==> config.mk <==
export PLATFORM = sky130hd
export DESIGN_NAME = quota_reg_bank
export DESIGN_NICKNAME = d
export VERILOG_FILES = /design/src/include/quota_regs_pkg.sv /design/src/core/quota_port_unit.sv /design/src/core/quota_reg_bank.sv
export SDC_FILE = /design/constraint.sdc
export NUM_CORES = 1
export LEC_CHECK = 0
export BUFFER_PORTS_ARGS = -buffer_cell sky130_fd_sc_hd__buf_2
export CAP_MARGIN = 15
export CORE_MARGIN = 2
export CORE_UTILIZATION = 47
export DETAILED_ROUTE_END_ITERATION = 10
export PLACE_DENSITY = 0.65
export SYNTH_ARGS = -nofsm -noshare
export SYNTH_HDL_FRONTEND = slang
export SYNTH_SLANG_ARGS = --single-unit
==> constraint.sdc <==
create_clock -name clk_sys_i -period 5 [get_ports clk_sys_i]
set_clock_uncertainty 0.05 [all_clocks]
set_input_delay 1 -clock clk_sys_i [delete_from_list [all_inputs] [get_ports clk_sys_i]]
set_output_delay 1 -clock clk_sys_i [all_outputs]
set_load 0.03 [all_outputs]
==> src/include/quota_regs_pkg.sv <==
// Constants, field layouts and carrier types for the charge quota register bank.
// Assumes byte-wide register access by an SMBus-style command engine outside.
package quota_regs_pkg;

	// ---------------------------------------------------------------
	// Register map
	// ---------------------------------------------------------------
	localparam logic [7:0] ADDR_TOTAL_P1 = 8'h1A;
	localparam logic [7:0] ADDR_LIMIT_P2 = 8'h1E;
	localparam logic [7:0] ADDR_LIMIT_P1 = 8'h20;
	localparam logic [7:0] ADDR_QUOTA_CFG = 8'h22;
	localparam logic [7:0] ADDR_LIMIT_BEH_P2 = 8'h23;

	localparam logic [15:0] RST_LIMIT = 16'hFFFF;
	localparam logic [7:0] RST_QUOTA_CFG = 8'h11;
	localparam logic [7:0] RST_LIMIT_BEH = 8'h96;

	// ---------------------------------------------------------------
	// Widths and codes
	// ---------------------------------------------------------------
	localparam int unsigned CHARGE_W = 26;
	localparam int unsigned LIMIT_W = 16;
	localparam int unsigned LIMIT_SHIFT = 10;
	localparam int unsigned TOTAL_PAD = 6;
	localparam logic [1:0] RESP_REPORT = 2'h0;
	localparam logic [1:0] RESP_DISCONNECT = 2'h1;
	localparam logic [1:0] RESP_SLEEP = 2'h2;
	localparam logic [1:0] RESP_IGNORE = 2'h3;

	// ---------------------------------------------------------------
	// Timing
	// ---------------------------------------------------------------
	localparam int unsigned UPDATE_PERIOD_MS = 1000;
	localparam int unsigned CLK_PERIOD_NS = 25;
	localparam int unsigned UPDATE_CYCLES = UPDATE_PERIOD_MS * 1000000 / CLK_PERIOD_NS;
	localparam int unsigned TICK_W = 26;

	// ---------------------------------------------------------------
	// Carrier types
	// ---------------------------------------------------------------
	typedef struct packed {
		logic enable_p1;
		logic clear_p1;
		logic [1:0] response_p1;
		logic enable_p2;
		logic clear_p2;
		logic [1:0] response_p2;
	} quota_cfg_t;

	typedef struct packed {
		logic [1:0] volt_sel;
		logic drain;
		logic [2:0] current_sel;
		logic [1:0] reserved;
	} limit_beh_t;

	typedef struct packed {
		logic hit_flag;
		logic reported;
		logic disconnect;
		logic sleep_req;
		logic alert_n;
	} quota_status_t;

	typedef struct packed {
		logic [CHARGE_W-1:0] total;
		quota_status_t status;
	} quota_state_t;

	typedef struct packed {
		logic [TICK_W-1:0] tick_cnt;
		logic tick;
		quota_cfg_t cfg;
		logic [LIMIT_W-1:0] limit_p1;
		logic [LIMIT_W-1:0] limit_p2;
		limit_beh_t beh;
		logic [CHARGE_W-1:0] snap;
		logic [7:0] rdata;
		logic drain;
	} bank_state_t;

endpackage

==> src/core/quota_port_unit.sv <==
// One port's charge accumulator, threshold check and response holder.
// Assumes a one-cycle update pulse and a charge increment valid with it.
`timescale 1ns/1ps
`default_nettype none
module quota_port_unit
	import quota_regs_pkg::*;
#(
	parameter int unsigned DELTA_W = 16
) (
	// Clock and reset
	input wire logic clk_sys_i,
	input wire logic srst_i,
	// Control
	input wire logic update_i,
	input wire logic [DELTA_W-1:0] delta_i,
	input wire logic enable_i,
	input wire logic clear_i,
	input wire logic [LIMIT_W-1:0] limit_i,
	input wire logic [1:0] response_i,
	input wire logic other_alert_i,
	// Results
	output logic [CHARGE_W-1:0] total_o,
	output quota_status_t status_o
);

	quota_state_t s_reg;
	quota_state_t s_next;
	logic [CHARGE_W:0] sum;

	// ---------------------------------------------------------------
	// Next state
	// ---------------------------------------------------------------
	always_comb begin
		s_next = s_reg;
		sum = {1'b0, s_reg.total} + (CHARGE_W + 1)'(delta_i);
		if (!enable_i || clear_i) begin
			s_next.total = '0;
			s_next.status.hit_flag = 1'b0;
			s_next.status.reported = 1'b0;
			s_next.status.disconnect = 1'b0;
			s_next.status.sleep_req = 1'b0;
		end else if (update_i) begin
			// Saturate rather than wrap, so a full total never looks small again.
			s_next.total = sum[CHARGE_W] ? '1 : sum[CHARGE_W-1:0];
			if (s_next.total[CHARGE_W-1:LIMIT_SHIFT] >= limit_i) begin
				s_next.status.hit_flag = 1'b1;
				unique case (response_i)
					RESP_REPORT: begin
						s_next.status.reported = 1'b1;
					end
					RESP_DISCONNECT: begin
						s_next.status.reported = 1'b1;
						s_next.status.disconnect = 1'b1;
					end
					RESP_SLEEP: begin
						s_next.status.disconnect = 1'b1;
						s_next.status.sleep_req = 1'b1;
					end
					RESP_IGNORE: begin
						s_next.status.reported = s_reg.status.reported;
					end
				endcase
			end
		end
		// Alert is released only when no other cause holds it.
		s_next.status.alert_n = ~(s_next.status.reported | other_alert_i);
	end

	always_ff @(posedge clk_sys_i) begin
		if (srst_i) begin
			s_reg <= '{total: '0, status: '{hit_flag: 1'b0, reported: 1'b0,
				disconnect: 1'b0, sleep_req: 1'b0, alert_n: 1'b1}};
		end else begin
			s_reg <= s_next;
		end
	end

	assign total_o = s_reg.total;
	assign status_o = s_reg.status;

endmodule
`default_nettype wire

==> src/core/quota_reg_bank.sv <==
// Charge quota and port 2 limit behaviour register bank with its two port units.
// Assumes a byte register port driven by the SMBus engine, one access per cycle.
`timescale 1ns/1ps
`default_nettype none
module quota_reg_bank
	import quota_regs_pkg::*;
#(
	parameter int unsigned DELTA_W = 16,
	parameter int unsigned UPDATE_COUNT = UPDATE_CYCLES
) (
	// Clock and reset
	input wire logic clk_sys_i,
	input wire logic srst_i,
	// Byte register port
	input wire logic [7:0] reg_addr_i,
	input wire logic reg_wr_i,
	input wire logic [7:0] reg_wdata_i,
	input wire logic reg_rd_i,
	input wire logic reg_rd_start_i,
	output logic [7:0] reg_rdata_o,
	// Power state and measurement
	input wire logic active_i,
	input wire logic sleep_i,
	input wire logic [DELTA_W-1:0] charge_delta_p1_i,
	input wire logic [DELTA_W-1:0] charge_delta_p2_i,
	input wire logic other_alert_p1_i,
	input wire logic other_alert_p2_i,
	input wire logic auto_drain_enable_i,
	// Port responses
	output quota_status_t quota_status_p1_o,
	output quota_status_t quota_status_p2_o,
	// Port 2 limit behaviour
	output logic manual_drain_load_p2_o,
	output logic [1:0] min_bus_volt_sel_p2_o,
	output logic [2:0] min_bus_current_sel_p2_o
);

	bank_state_t s_reg;
	bank_state_t s_next;
	logic [CHARGE_W-1:0] total_p1;
	logic [CHARGE_W-1:0] total_p2;
	logic [31:0] snap_word;

	// ---------------------------------------------------------------
	// Port units
	// ---------------------------------------------------------------
	quota_port_unit #(
		.DELTA_W(DELTA_W)
	) u_port1 (
		.clk_sys_i(clk_sys_i),
		.srst_i(srst_i),
		.update_i(s_reg.tick),
		.delta_i(charge_delta_p1_i),
		.enable_i(s_reg.cfg.enable_p1),
		.clear_i(s_reg.cfg.clear_p1),
		.limit_i(s_reg.limit_p1),
		.response_i(s_reg.cfg.response_p1),
		.other_alert_i(other_alert_p1_i),
		.total_o(total_p1),
		.status_o(quota_status_p1_o)
	);

	// The port 2 total is kept but not mapped in this bank.
	quota_port_unit #(
		.DELTA_W(DELTA_W)
	) u_port2 (
		.clk_sys_i(clk_sys_i),
		.srst_i(srst_i),
		.update_i(s_reg.tick),
		.delta_i(charge_delta_p2_i),
		.enable_i(s_reg.cfg.enable_p2),
		.clear_i(s_reg.cfg.clear_p2),
		.limit_i(s_reg.limit_p2),
		.response_i(s_reg.cfg.response_p2),
		.other_alert_i(other_alert_p2_i),
		.total_o(total_p2),
		.status_o(quota_status_p2_o)
	);

	// Port 2 total has no readout here; fold it away explicitly.
	logic unused_total_p2;
	assign unused_total_p2 = ^total_p2;

	assign snap_word = {s_reg.snap, {TOTAL_PAD{1'b0}}};

	// ---------------------------------------------------------------
	// Next state
	// ---------------------------------------------------------------
	always_comb begin
		s_next = s_reg;
		s_next.tick = 1'b0;
		// The update timer only runs in the active power state.
		if (active_i) begin
			if (s_reg.tick_cnt >= TICK_W'(UPDATE_COUNT - 1)) begin
				s_next.tick_cnt = '0;
				s_next.tick = 1'b1;
			end else begin
				s_next.tick_cnt = s_reg.tick_cnt + TICK_W'(1);
			end
		end
		// A read that begins at any byte freezes the whole total.
		if (reg_rd_start_i) begin
			s_next.snap = total_p1;
		end
		if (reg_rd_i) begin
			unique case (reg_addr_i)
				ADDR_TOTAL_P1: s_next.rdata = snap_word[31:24];
				ADDR_TOTAL_P1 + 8'h01: s_next.rdata = snap_word[23:16];
				ADDR_TOTAL_P1 + 8'h02: s_next.rdata = snap_word[15:8];
				ADDR_TOTAL_P1 + 8'h03: s_next.rdata = snap_word[7:0];
				ADDR_LIMIT_P2: s_next.rdata = s_reg.limit_p2[15:8];
				ADDR_LIMIT_P2 + 8'h01: s_next.rdata = s_reg.limit_p2[7:0];
				ADDR_LIMIT_P1: s_next.rdata = s_reg.limit_p1[15:8];
				ADDR_LIMIT_P1 + 8'h01: s_next.rdata = s_reg.limit_p1[7:0];
				ADDR_QUOTA_CFG: s_next.rdata = s_reg.cfg;
				ADDR_LIMIT_BEH_P2: s_next.rdata = s_reg.beh;
				default: s_next.rdata = 8'h00;
			endcase
		end
		// The total bytes are read-only; writes there are dropped.
		if (reg_wr_i) begin
			unique case (reg_addr_i)
				ADDR_LIMIT_P2: s_next.limit_p2[15:8] = reg_wdata_i;
				ADDR_LIMIT_P2 + 8'h01: s_next.limit_p2[7:0] = reg_wdata_i;
				ADDR_LIMIT_P1: s_next.limit_p1[15:8] = reg_wdata_i;
				ADDR_LIMIT_P1 + 8'h01: s_next.limit_p1[7:0] = reg_wdata_i;
				ADDR_QUOTA_CFG: s_next.cfg = reg_wdata_i;
				ADDR_LIMIT_BEH_P2: s_next.beh = reg_wdata_i;
				default: s_next.cfg = s_next.cfg;
			endcase
		end
		// Sleep loses the behaviour register, so it wakes at reset values.
		if (sleep_i) begin
			s_next.beh = RST_LIMIT_BEH;
		end
		// The drain load never turns the switch off; it only adds a load.
		s_next.drain = s_next.beh.drain & ~auto_drain_enable_i;
	end

	always_ff @(posedge clk_sys_i) begin
		if (srst_i) begin
			s_reg <= '{tick_cnt: '0, tick: 1'b0, cfg: RST_QUOTA_CFG, limit_p1: RST_LIMIT,
				limit_p2: RST_LIMIT, beh: RST_LIMIT_BEH, snap: '0, rdata: 8'h00, drain: 1'b0};
		end else begin
			s_reg <= s_next;
		end
	end

	// ---------------------------------------------------------------
	// Outputs
	// ---------------------------------------------------------------
	assign reg_rdata_o = s_reg.rdata;
	assign manual_drain_load_p2_o = s_reg.drain;
	assign min_bus_volt_sel_p2_o = s_reg.beh.volt_sel;
	assign min_bus_current_sel_p2_o = s_reg.beh.current_sel;

endmodule
`default_nettype wire

==> results of run 1 <==
-- cells by family (layout without fill, tap and decap cells) --
| group | count (synthesis) | in the layout |
|---|---|---|
| flops | 172 | 172 |
| simple gates | 400 | 400 |
| buf+inv | 125 | 186 |
| other cells | 0 | 1 |
| compound gates | 320 | 320 |
| fa+ha+maj | 73 | 73 |
| xor+xnor | 51 | 51 |
| mux | 75 | 75 |
-- per-stage QoR --
stage	cell area, sq um	power (mW)	setup slack (ns)	instances	hold slack [ns]
floorplan	10200	1.51	0.368	1216	0.388
global placement	10800	1.57	0.193	1521	0.417
detailed placement	10800	1.57	0.159	1521	0.429
CTS	11400	2.94	0.600	1552	0.439
global route	11400	3.02	0.308	1552	0.469
finish	11400	2.92	0.581	1553	0.438
-- power by group through the flow --
stage / Sequential, mW / Combinational [mW] / Clock [mW]
3_5_place_dp: 1.41 / 0.169 / 0
3_3_place_gp: 1.41 / 0.168 / 0
4_1_cts: 1.37 / 0.170 / 1.39
2_1_floorplan: 1.41 / 0.105 / 0
6_report: 1.37 / 0.170 / 1.37
5_1_grt: 1.37 / 0.186 / 1.46
-- how the worst min path moves through the flow --
stage	depth (start not counted)	endpoint	slack, ns
floorplan	2	s_reg[36]	0.39
global placement	2	reg_rdata_o[7]	0.42
detailed placement	2	s_reg[85]	0.43
CTS	2	s_reg[85]	0.44
global route	2	s_reg[85]	0.47
finish	2	s_reg[85]	0.44
-- cell type report --
| class | instances | area share (%) |
|---|---|---|
| multi-input cells | 919 | 54.8 |
| flip-flops and latches | 172 | 30.2 |
| repair buffers | 101 | 4.88 |
| clock buffers | 17 | 3.74 |
| well taps | 275 | 3.02 |
| inverters | 54 | 1.78 |
| clock inverters | 14 | 1.53 |
| diodes | 1 | 0.0220 |
-- layout by cell type, fill, tap and decap left out, drive strengths merged, types with 5 or more instances in the layout --
cell / synthesis / final
dfxtp: 172 / 172
nand2: 125 / 125
nor2: 115 / 115
a21oi: 103 / 103
buf: 26 / 101
ha: 71 / 71
o21ai: 66 / 66
mux2i: 62 / 62
inv: 53 / 62
xor2: 33 / 33
nand3: 28 / 28
nor3: 27 / 27
o211ai: 25 / 25
and3: 25 / 25
a21o: 19 / 19
a31oi: 19 / 19
xnor2: 18 / 18
clkbuf: 45 / 17
a211oi: 15 / 15
nand4: 14 / 14
o21a: 13 / 13
and2: 11 / 11
nor2b: 10 / 10
or3: 10 / 10
mux4: 10 / 10
a22o: 5 / 5
a211o: 5 / 5
o31ai: 5 / 5
a22oi: 5 / 5
a41oi: 5 / 5
and4: 5 / 5
-- routing by layer --
metal / share of wire, % / up-vias
li1: - / 4482
met1: 46 / 4191
met2: 47 / 247
met4: 2.8 / 0
met3: 4.9 / 50
met5: 0 / -
-- synthesized netlist by cell type (5+ instances only) --
library cell	number
a31oi_1	19
buf_2	8
inv_1	53
ha_1	71
buf_4	13
a211oi_1	13
mux4_2	10
dfxtp_1	172
a22o_1	5
nand2_1	124
a21o_1	19
xor2_1	33
mux2i_1	62
a41oi_1	5
nand4_1	14
o21a_1	13
or3_1	10
and3_1	23
clkbuf_1	45
a211o_1	5
nand3_1	27
o31ai_1	5
nor2b_1	10
a22oi_1	5
xnor2_1	18
and2_1	9
o21ai_0	64
nor2_1	115
nor3_1	27
a21oi_1	102
o211ai_1	25
-- worst max-delay path, stage by stage --
cell,delay (ns)
buf_2,0.10
ha_1,0.21
fa_1,0.43
a211oi_2,0.28
o21ai_1,0.17
a221oi_4,0.36
o41ai_4,0.16
nand2_1,0.35
buf_4,0.21
nand2_1,0.06
ha_1,0.31
nand2_1,0.05
o21ai_0,0.24
a211oi_1,0.09
o31ai_1,0.34
and3_1,0.25
a22o_1,0.13
==> qor.txt, run 1 <==
Core area: 21200 sq um
Share of layout cells above drive strength 1: 13.0%
Period utilization: 88.4%
Post-Synth Adder-Cell Area: 9.10%
Io pins: 82
Dominant synthesized flop cell: dfxtp_1
Max Slew Vio Count: 0
Drc violations: 0
Initial DRT Pass Iterations: 8
Net Sw Power: 0.724 mW
Yosys warning count: 0
Routed vias: 8970
Dominant combinational cell family by area after synthesis: compound AO/OA/AOI/OAI gates
Critical Path RT: 5.33 ns
DR vias/cell: 5.78
Die Width: 151 um
Pwr dens: 256 nW/um^2
Routability congestion estimate: 0.923
Iter 0 DRT Violations: 596
Routed WL: 27500 um
Gr usage total: 24.2%
Post-layout nets: 1396
Cell Int Power: 2.19 mW
CP arrival: 4.74 ns
Sequential power share: 47.1%
Largest register FFs: 96
Setup TNS Final: 0 ns
Switching Fraction: 24.8%
DR WL/cell: 17.7 um
Pleak: 5.33 nW
Post-CTS Hold Buffers: 0
End-of-flow core utilization: 53.8%
Tightest Pin Transition: 1.04 ns
Syn Std Cell Area: 10200 sq um
Worst-skew pair later-pin latency: 0.43 ns
Register area: 3440 sq um
CTS max path bufs: 2
Initial Util: 48.2%
HP Start: s_reg[85]
Vias in the first global route: 8242
Critical path endpoint category: flip-flop
Post-CTS Setup Bufs: 0
DP HPWL: 20600 um
Die area: 22900 sq um
Post-synth ARST share: 0%
Layout Area Growth over Synthesis: 11.6%
CTS tree: built
Synth top area share: 33.8%
CP startpoint: charge_delta_p2_i[0]
Type of the worst setup path: input pin to flip-flop
Worst r2r src: u_port1.total_o[0]
Clock slew at reported path FFs: 0.07 ns
CTS buffer count: 17
Mux contribution to synthesized area: 8.62%
Status: completed
#FFs+latches synth: 172
GR peak layer: met2
CTS resizes: 0
Htree depth: 4
Root buffer cell: clkbuf_16
Die Span Y: 151 um
Max Freq: 226 MHz
Simple-Gate Fraction of Synth Area: 18.6%
Post-DRT Antenna Nets: 0
Routing usage on met3: 4.10%
RSZ-0062 raised after global routing: no
Area of the multi-input gates: 6240 sq um
Grt met1 use: 32.1%
Critical Path End: u_port2.status_o[1]
Worst R2R Path Depth: 16
Total grt overflow: 0
Syn_area_per_cell: 8.39 sq um
Ranking of synthesized cells by area: dfxtp_1 34%, ha_1 8.7%, mux2i_1 6.1%, a21oi_1 5.0%, nand2_1 4.6%
Worst vdd ir: 151 uV
Relative slew slack: 30.4%
Final setup violation count: 0
Largest net degree at the start of global routing: 73
First-pass GRT wire length: 43000 um
Reg2Reg Setup Slack: 0.92 ns
Clk pwr share: 47.1%
Post-Syn Nets: 1347
EDFF count, synth: 0
Fin crit period: 4.42 ns
CP startpoint kind: input pin
Synth Area in Compound Gates: 20.3%
Met2 Usage GRT: 39.9%
Distinct cells, synth: 75
Initial antenna violation count: 0
Post-synthesis xor/xnor area fraction: 4.38%
Combinational share of power: 5.8%
Cell taking the most area after synthesis: dfxtp_1
I/O Buffers: 81
Final Hold Fails: 0
Max-cap viol count: 0
Filler cells: 1945
Seq/Total Area, Yosys: 33.8%
Post-Synthesis Cells: 1216
Worst hold path type: flip-flop to flip-flop
Clk sink count: 172
Capturing point of the worst reg2reg path: u_port1.status_o[2]
CP Max Fanout: 10
Row count: 53
No activity file was read; power rests on OpenSTA's default activity.
==> inputs of run 2 (changes only) <==
--- a/config.mk
+++ b/config.mk
@@ -8,9 +8,8 @@
 export BUFFER_PORTS_ARGS = -buffer_cell sky130_fd_sc_hd__buf_2
 export CAP_MARGIN = 15
 export CORE_MARGIN = 2
-export CORE_UTILIZATION = 47
+export CORE_UTILIZATION = 30
 export DETAILED_ROUTE_END_ITERATION = 10
-export PLACE_DENSITY = 0.65
 export SYNTH_ARGS = -nofsm -noshare
 export SYNTH_HDL_FRONTEND = slang
 export SYNTH_SLANG_ARGS = --single-unit
==> qor.txt, run 2 (same netlist as run 1, synthesis figures left out) <==
Combinational share of power: 5.9% (about the same)
Die area: 35500 sq um (+55%)
CTS max path bufs: 2 (unchanged)
Routability congestion estimate: 0.919 (-0.39%)
Switching Fraction: 23.7% (-1.1 points)
RSZ-0062 raised after global routing: no
Detail Route met3 WL: 1400 um (+4.3%)
Crit path cell chain: buf_2 > ha_1 > nand3_1 > o211ai_1 > nand2_1 > o21ai_0 > a31o_2 > and3_1 > mux2_2 > ha_1 > a21o_1 > a21o_1 > a21oi_1 > o31ai_1 > and3_1 > a22o_1
Htree depth: 4 (unchanged)
Pwr dens: 253 nW/um^2 (-1.1%)
Critical path endpoint category: flip-flop
CP arrival: 4.75 ns (about the same)
Largest net degree at the start of global routing: 72 (-1.4%)
CP max stage delay: 0.50 ns (+0.07 ns)
First-pass GRT wire length: 45500 um (+5.7%)
DR WL/cell: 16.9 um (-4.6%)
Worst R2R Path Depth: 15 (-1)
Iter 0 DRT Violations: 781 (+31%)
Critical Path RT: 5.28 ns (-0.05 ns)
Sequential power share: 46.9% (-0.2 points)
Fin crit period: 4.47 ns (+0.0544 ns)
Post-DRT Antenna Nets: 0 (unchanged)
Core area: 33500 sq um (+59%)
Final Hold Fails: 0 (unchanged)
Routed WL: 29100 um (+5.8%)
Max Used Layer: met4
Share of layout cells above drive strength 1: 12.6% (-0.35 points)
Post-CTS Setup Bufs: 0 (unchanged)
CTS resizes: 0 (unchanged)
Post-layout nets: 1391 (-0.36%)
Routed vias: 9029 (+0.66%)
Hold Path Sink: u_port2.status_o[4]
Commonest non-fill, non-tap cells in the layout: 171 x dfxtp_1, 124 x nand2_1, 115 x nor2_1
Largest register FFs: 96 (unchanged)
Cell Int Power: 2.24 mW (+2.0%)
Initial DRT Pass Iterations: 5 (-3)
CP startpoint kind: input pin
Max Slew Vio Count: 0 (unchanged)
Vias in the first global route: 8445 (+2.5%)
DR vias/cell: 5.24 (-9.2%)
Type of the worst setup path: input pin to flip-flop
Die Span Y: 188 um (+25%)
Met1 WL: 12600 um (+1.0%)
DP HPWL: 22000 um (+6.9%)
Period utilization: 89.5% (+1.1 points)
Worst path slowest cell: o21ai_0
Worst Path Buf+Inv: 1 (-1)
Filler cells: 3511 (+81%)
Dpl cells: 1689 (+11%)
Drc violations: 0 (unchanged)
Clock slew at reported path FFs: 0.07 ns (about the same)
Tightest Pin Transition: 1.10 ns (+0.0585 ns)
Clk sink count: 172 (unchanged)
Worst-skew pair later-pin latency: 0.44 ns (about the same)
Status: completed
Pleak: 5.29 nW (-0.61%)
Total grt overflow: 0 (unchanged)
Root buffer cell: clkbuf_16
CTS buffer count: 17 (unchanged)
Io pins: 82 (unchanged)
Gr usage total: 16.2% (-8.0 points)
Worst r2r src: u_port1.total_o[3]
Initial Util: 30.4% (-18 points)
Max Freq: 224 MHz (-1.2%)
CTS tree: built
Setup TNS Final: 0 ns (unchanged)
Clk pwr share: 47.2% (about the same)
Worst vdd ir: 299 uV (+98%)
Net Sw Power: 0.694 mW (-4.1%)
Die Width: 188 um (+25%)
Initial antenna violation count: 1 (+1)
Hold Path Depth: 1 (-1)
I/O Buffers: 81 (unchanged)
HP Start: u_port2.status_o[4]
Relative slew slack: 26.5% (-3.9 points)
Row count: 67 (+26%)
Met2 WL post-DR: 14400 um (+12%)
Layout Area Growth over Synthesis: 13.4%
Commonest non-fill, non-tap cell in the layout: dfxtp_1
Capturing point of the worst reg2reg path: u_port1.status_o[2]
Max-cap viol count: 0 (unchanged)
Reg2Reg Setup Slack: 0.85 ns (-0.07 ns)
Worst hold path type: flip-flop to flip-flop
Total power: 2.93 mW (+0.48%)
Post-CTS Hold Buffers: 0 (unchanged)
CP top delay family: compound AO/OA/AOI/OAI gates
Finished Layout Cells: 1722 (+11%)
CP Max Fanout: 5 (-5)
Final setup violation count: 0 (unchanged)
## run 2: worst max path at each step
stage	startpoint	to	cells past startpoint
after floorplan	charge_delta_p1_i[0]	u_port1.status_o[1]	18
after detailed placement	charge_delta_p1_i[3]	u_port1.status_o[2]	16
after global routing	charge_delta_p1_i[3]	u_port1.status_o[2]	16
final	charge_delta_p1_i[3]	u_port1.status_o[2]	16
after CTS	charge_delta_p1_i[0]	u_port1.status_o[2]	17
after global placement	charge_delta_p2_i[0]	u_port2.status_o[2]	17
## run 2: power groups by stage
stage | Combinational [mW] | Clock [mW] | Sequential, mW
floorplan | 0.105 | 0 | 1.41
global placement | 0.171 | 0 | 1.41
detailed placement | 0.172 | 0 | 1.41
CTS | 0.173 | 1.42 | 1.37
global route | 0.191 | 1.47 | 1.37
finish | 0.173 | 1.38 | 1.37
## run 2: cell type report
| cell class | count | area, sq um | area share [%] |
|---|---|---|---|
| multi-input cells | 919 | 6230 | 53.9 |
| flip-flops and latches | 172 | 3440 | 29.8 |
| well taps | 448 | 561 | 4.84 |
| repair buffers | 96 | 518 | 4.48 |
| clock buffers | 19 | 443 | 3.83 |
| inverters | 54 | 203 | 1.75 |
| clock inverters | 13 | 166 | 1.44 |
| diodes | 1 | 2.50 | 0.0216 |
## run 2: through the flow
step / hold WS [ns] / area, sq um / setup slack [ns] / util [%]
floorplan: 0.388 / 10200 / 0.368 / -
global placement: 0.400 / 11000 / 0.167 / 32.7
detailed placement: 0.394 / 11000 / 0.123 / 32.7
CTS: 0.412 / 11600 / 0.575 / 34.5
global route: 0.432 / 11600 / 0.244 / 34.5
finish: 0.419 / 11600 / 0.527 / 34.5
## run 2: per-layer routing
metal,up-vias,track usage (%)
li1,4489,-
met1,4271,20.0
met2,229,28.0
met3,40,3.33
met4,0,5.59
met5,-,0
==> inputs of run 3 (changes only) <==
--- a/config.mk
+++ b/config.mk
@@ -7,9 +7,9 @@
 export LEC_CHECK = 0
 export BUFFER_PORTS_ARGS = -buffer_cell sky130_fd_sc_hd__buf_2
 export CAP_MARGIN = 15
-export CORE_MARGIN = 2
 export CORE_UTILIZATION = 30
 export DETAILED_ROUTE_END_ITERATION = 10
+export RECOVER_POWER = 50
 export SYNTH_ARGS = -nofsm -noshare
 export SYNTH_HDL_FRONTEND = slang
 export SYNTH_SLANG_ARGS = --single-unit
==> qor.txt, run 3 (same netlist as run 1, synthesis figures left out) <==
Post-CTS Setup Bufs: 0 (unchanged)
Max Freq: 221 MHz (-1.3%)
Row count: 67 (unchanged)
CTS max path bufs: 2 (unchanged)
CTS buffer count: 17 (unchanged)
Layout Area Growth over Synthesis: 12.7%
Fin crit period: 4.53 ns (+0.0582 ns)
DR vias/cell: 5.19 (-1.0%)
Gr usage total: 16.8% (+0.60 points)
Fin worst setup slack: 0.469 ns (-0.0582 ns)
CP startpoint kind: input pin
Critical Path RT: 5.27 ns (about the same)
Final Hold Fails: 0 (unchanged)
Post-CTS Hold Buffers: 0 (unchanged)
Commonest non-fill, non-tap cell in the layout: dfxtp_1
CP arrival: 4.81 ns (+0.06 ns)
Total grt overflow: 0 (unchanged)
Pwr dens: 250 nW/um^2 (-1.3%)
Routed vias: 8933 (-1.1%)
Tightest Pin Transition: 1.91 ns (+0.808 ns)
Finished Layout Cells: 1721 (-0.058%)
Worst slack at placement: 0.0600 ns (-0.0627 ns)
CTS tree: built
DP HPWL: 22000 um (+0.16%)
Dpl cells: 1688 (-0.059%)
Routability congestion estimate: 0.937 (+1.9%)
Initial DRT Pass Iterations: 8 (+3)
Clk sink count: 172 (unchanged)
CTS resizes: 0 (unchanged)
Worst hold path type: flip-flop to flip-flop
Die area: 34700 sq um (-2.1%)
Critical path endpoint category: flip-flop
Type of the worst setup path: input pin to flip-flop
Pleak: 5.18 nW (-2.2%)
Htree depth: 4 (unchanged)
Routing usage on met3: 2.86% (-0.48 points)
Period utilization: 90.6% (+1.2 points)
Vias in the first global route: 8518 (+0.86%)
GR peak layer: met2
Worst vdd ir: 211 uV (-29%)
Root buffer cell: clkbuf_16
Routed WL: 29000 um (-0.15%)
DR WL/cell: 16.9 um (about the same)
Core area: 33500 sq um (unchanged)
Max Slew Vio Count: 98 (+98)
Area of the multi-input gates: 6230 sq um (about the same)
First-pass GRT wire length: 46000 um (+1.2%)
Io pins: 82 (unchanged)
Final setup violation count: 0 (unchanged)
Relative slew slack: -27.1% (-54 points)
Grt met1 use: 20.8% (+0.82 points)
Minimum hold slack: 0.408 ns (-0.0110 ns)
Die Width: 186 um (-1.1%)
End-of-flow core utilization: 34.3% (-0.22 points)
Max-cap viol count: 3 (+3)
Post-layout nets: 1391 (unchanged)
Clock slew at reported path FFs: 0.06 ns (about the same)
Failing checks: DRC, capacitance limit, slew limit
Post-DRT Antenna Nets: 0 (unchanged)
RSZ-0062 raised after global routing: no
Filler cells: 3552 (+1.2%)
Initial Util: 30.4% (unchanged)
Commonest non-fill, non-tap cells in the layout: 171 x dfxtp_1, 124 x nand2_1, 115 x nor2_1
Register area: 3440 sq um (unchanged)
Initial antenna violation count: 0 (-1)
Drc violations: 2 (+2)
Worst-skew pair later-pin latency: 0.44 ns (about the same)
Met2 Usage GRT: 29.0% (+1.0 points)
Setup TNS Final: 0 ns (unchanged)
Largest register FFs: 96 (unchanged)
Diodes inserted: 0 (-1)
I/O Buffers: 81 (unchanged)
Iter 0 DRT Violations: 645 (-17%)
Die Span Y: 186 um (-1.1%)
Status: complete, but fails checks
Share of layout cells above drive strength 1: 10.2% (-2.4 points)
CP Max Fanout: 5 (unchanged)
Largest net degree at the start of global routing: 72 (unchanged)
## run 3: worst max-delay path, stage by stage
cell and delay, ns:
buf_2 0.11, ha_1 0.36, nand3_1 0.09, o211ai_1 0.31, nand2_1 0.12, o21ai_0 0.63, a31o_2 0.29, and3_1 0.18
mux2_2 0.34, ha_1 0.30, a21o_1 0.18, a21o_1 0.17, a21oi_1 0.15, o31ai_1 0.13, and3_1 0.24, a22o_1 0.18
## run 3: worst paths after layout
path | startpoint | end | slack [ns] | cells past startpoint
hold / removal | u_port2.status_o[4] | u_port2.status_o[4] | 0.41 | 1
setup reg to reg | u_port1.total_o[4] | u_port1.status_o[2] | 0.78 | 15
setup / recovery | charge_delta_p1_i[4] | u_port1.status_o[2] | 0.47 | 16
hold reg to reg | u_port2.status_o[4] | u_port2.status_o[4] | 0.41 | 1
## run 3: per-stage QoR
step / instance area, sq um / total power [mW]
2_1_floorplan: 10200 / 1.51
3_3_place_gp: 11000 / 1.58
3_5_place_dp: 11000 / 1.58
4_1_cts: 11500 / 2.91
5_1_grt: 11500 / 2.99
6_report: 11500 / 2.87
## run 3: layout make-up
class,count,share of cell area (%)
tap,448,4.88
inverter,54,1.76
sequential,172,30.0
clock buffer,21,4.18
multi-input combinational,919,54.2
clock inverter,11,0.936
timing repair buffer,96,4.11
## run 3: per-layer routing
layer / wire, um / up-vias
li1: - / 4464
met1: 12700 / 4218
met2: 14400 / 208
met3: 1110 / 43
met4: 790 / 0
met5: 0 / -
## run 3: power by group
part | total, mW | internal (mW) | switching (mW) | leakage [nW]
Sequential | 1.37 | 1.37 | 0.00212 | 1.39
Combinational | 0.172 | 0.0642 | 0.108 | 3.51
Clock | 1.33 | 0.744 | 0.585 | 0.275
Total | 2.87 | 2.18 | 0.695 | 5.18
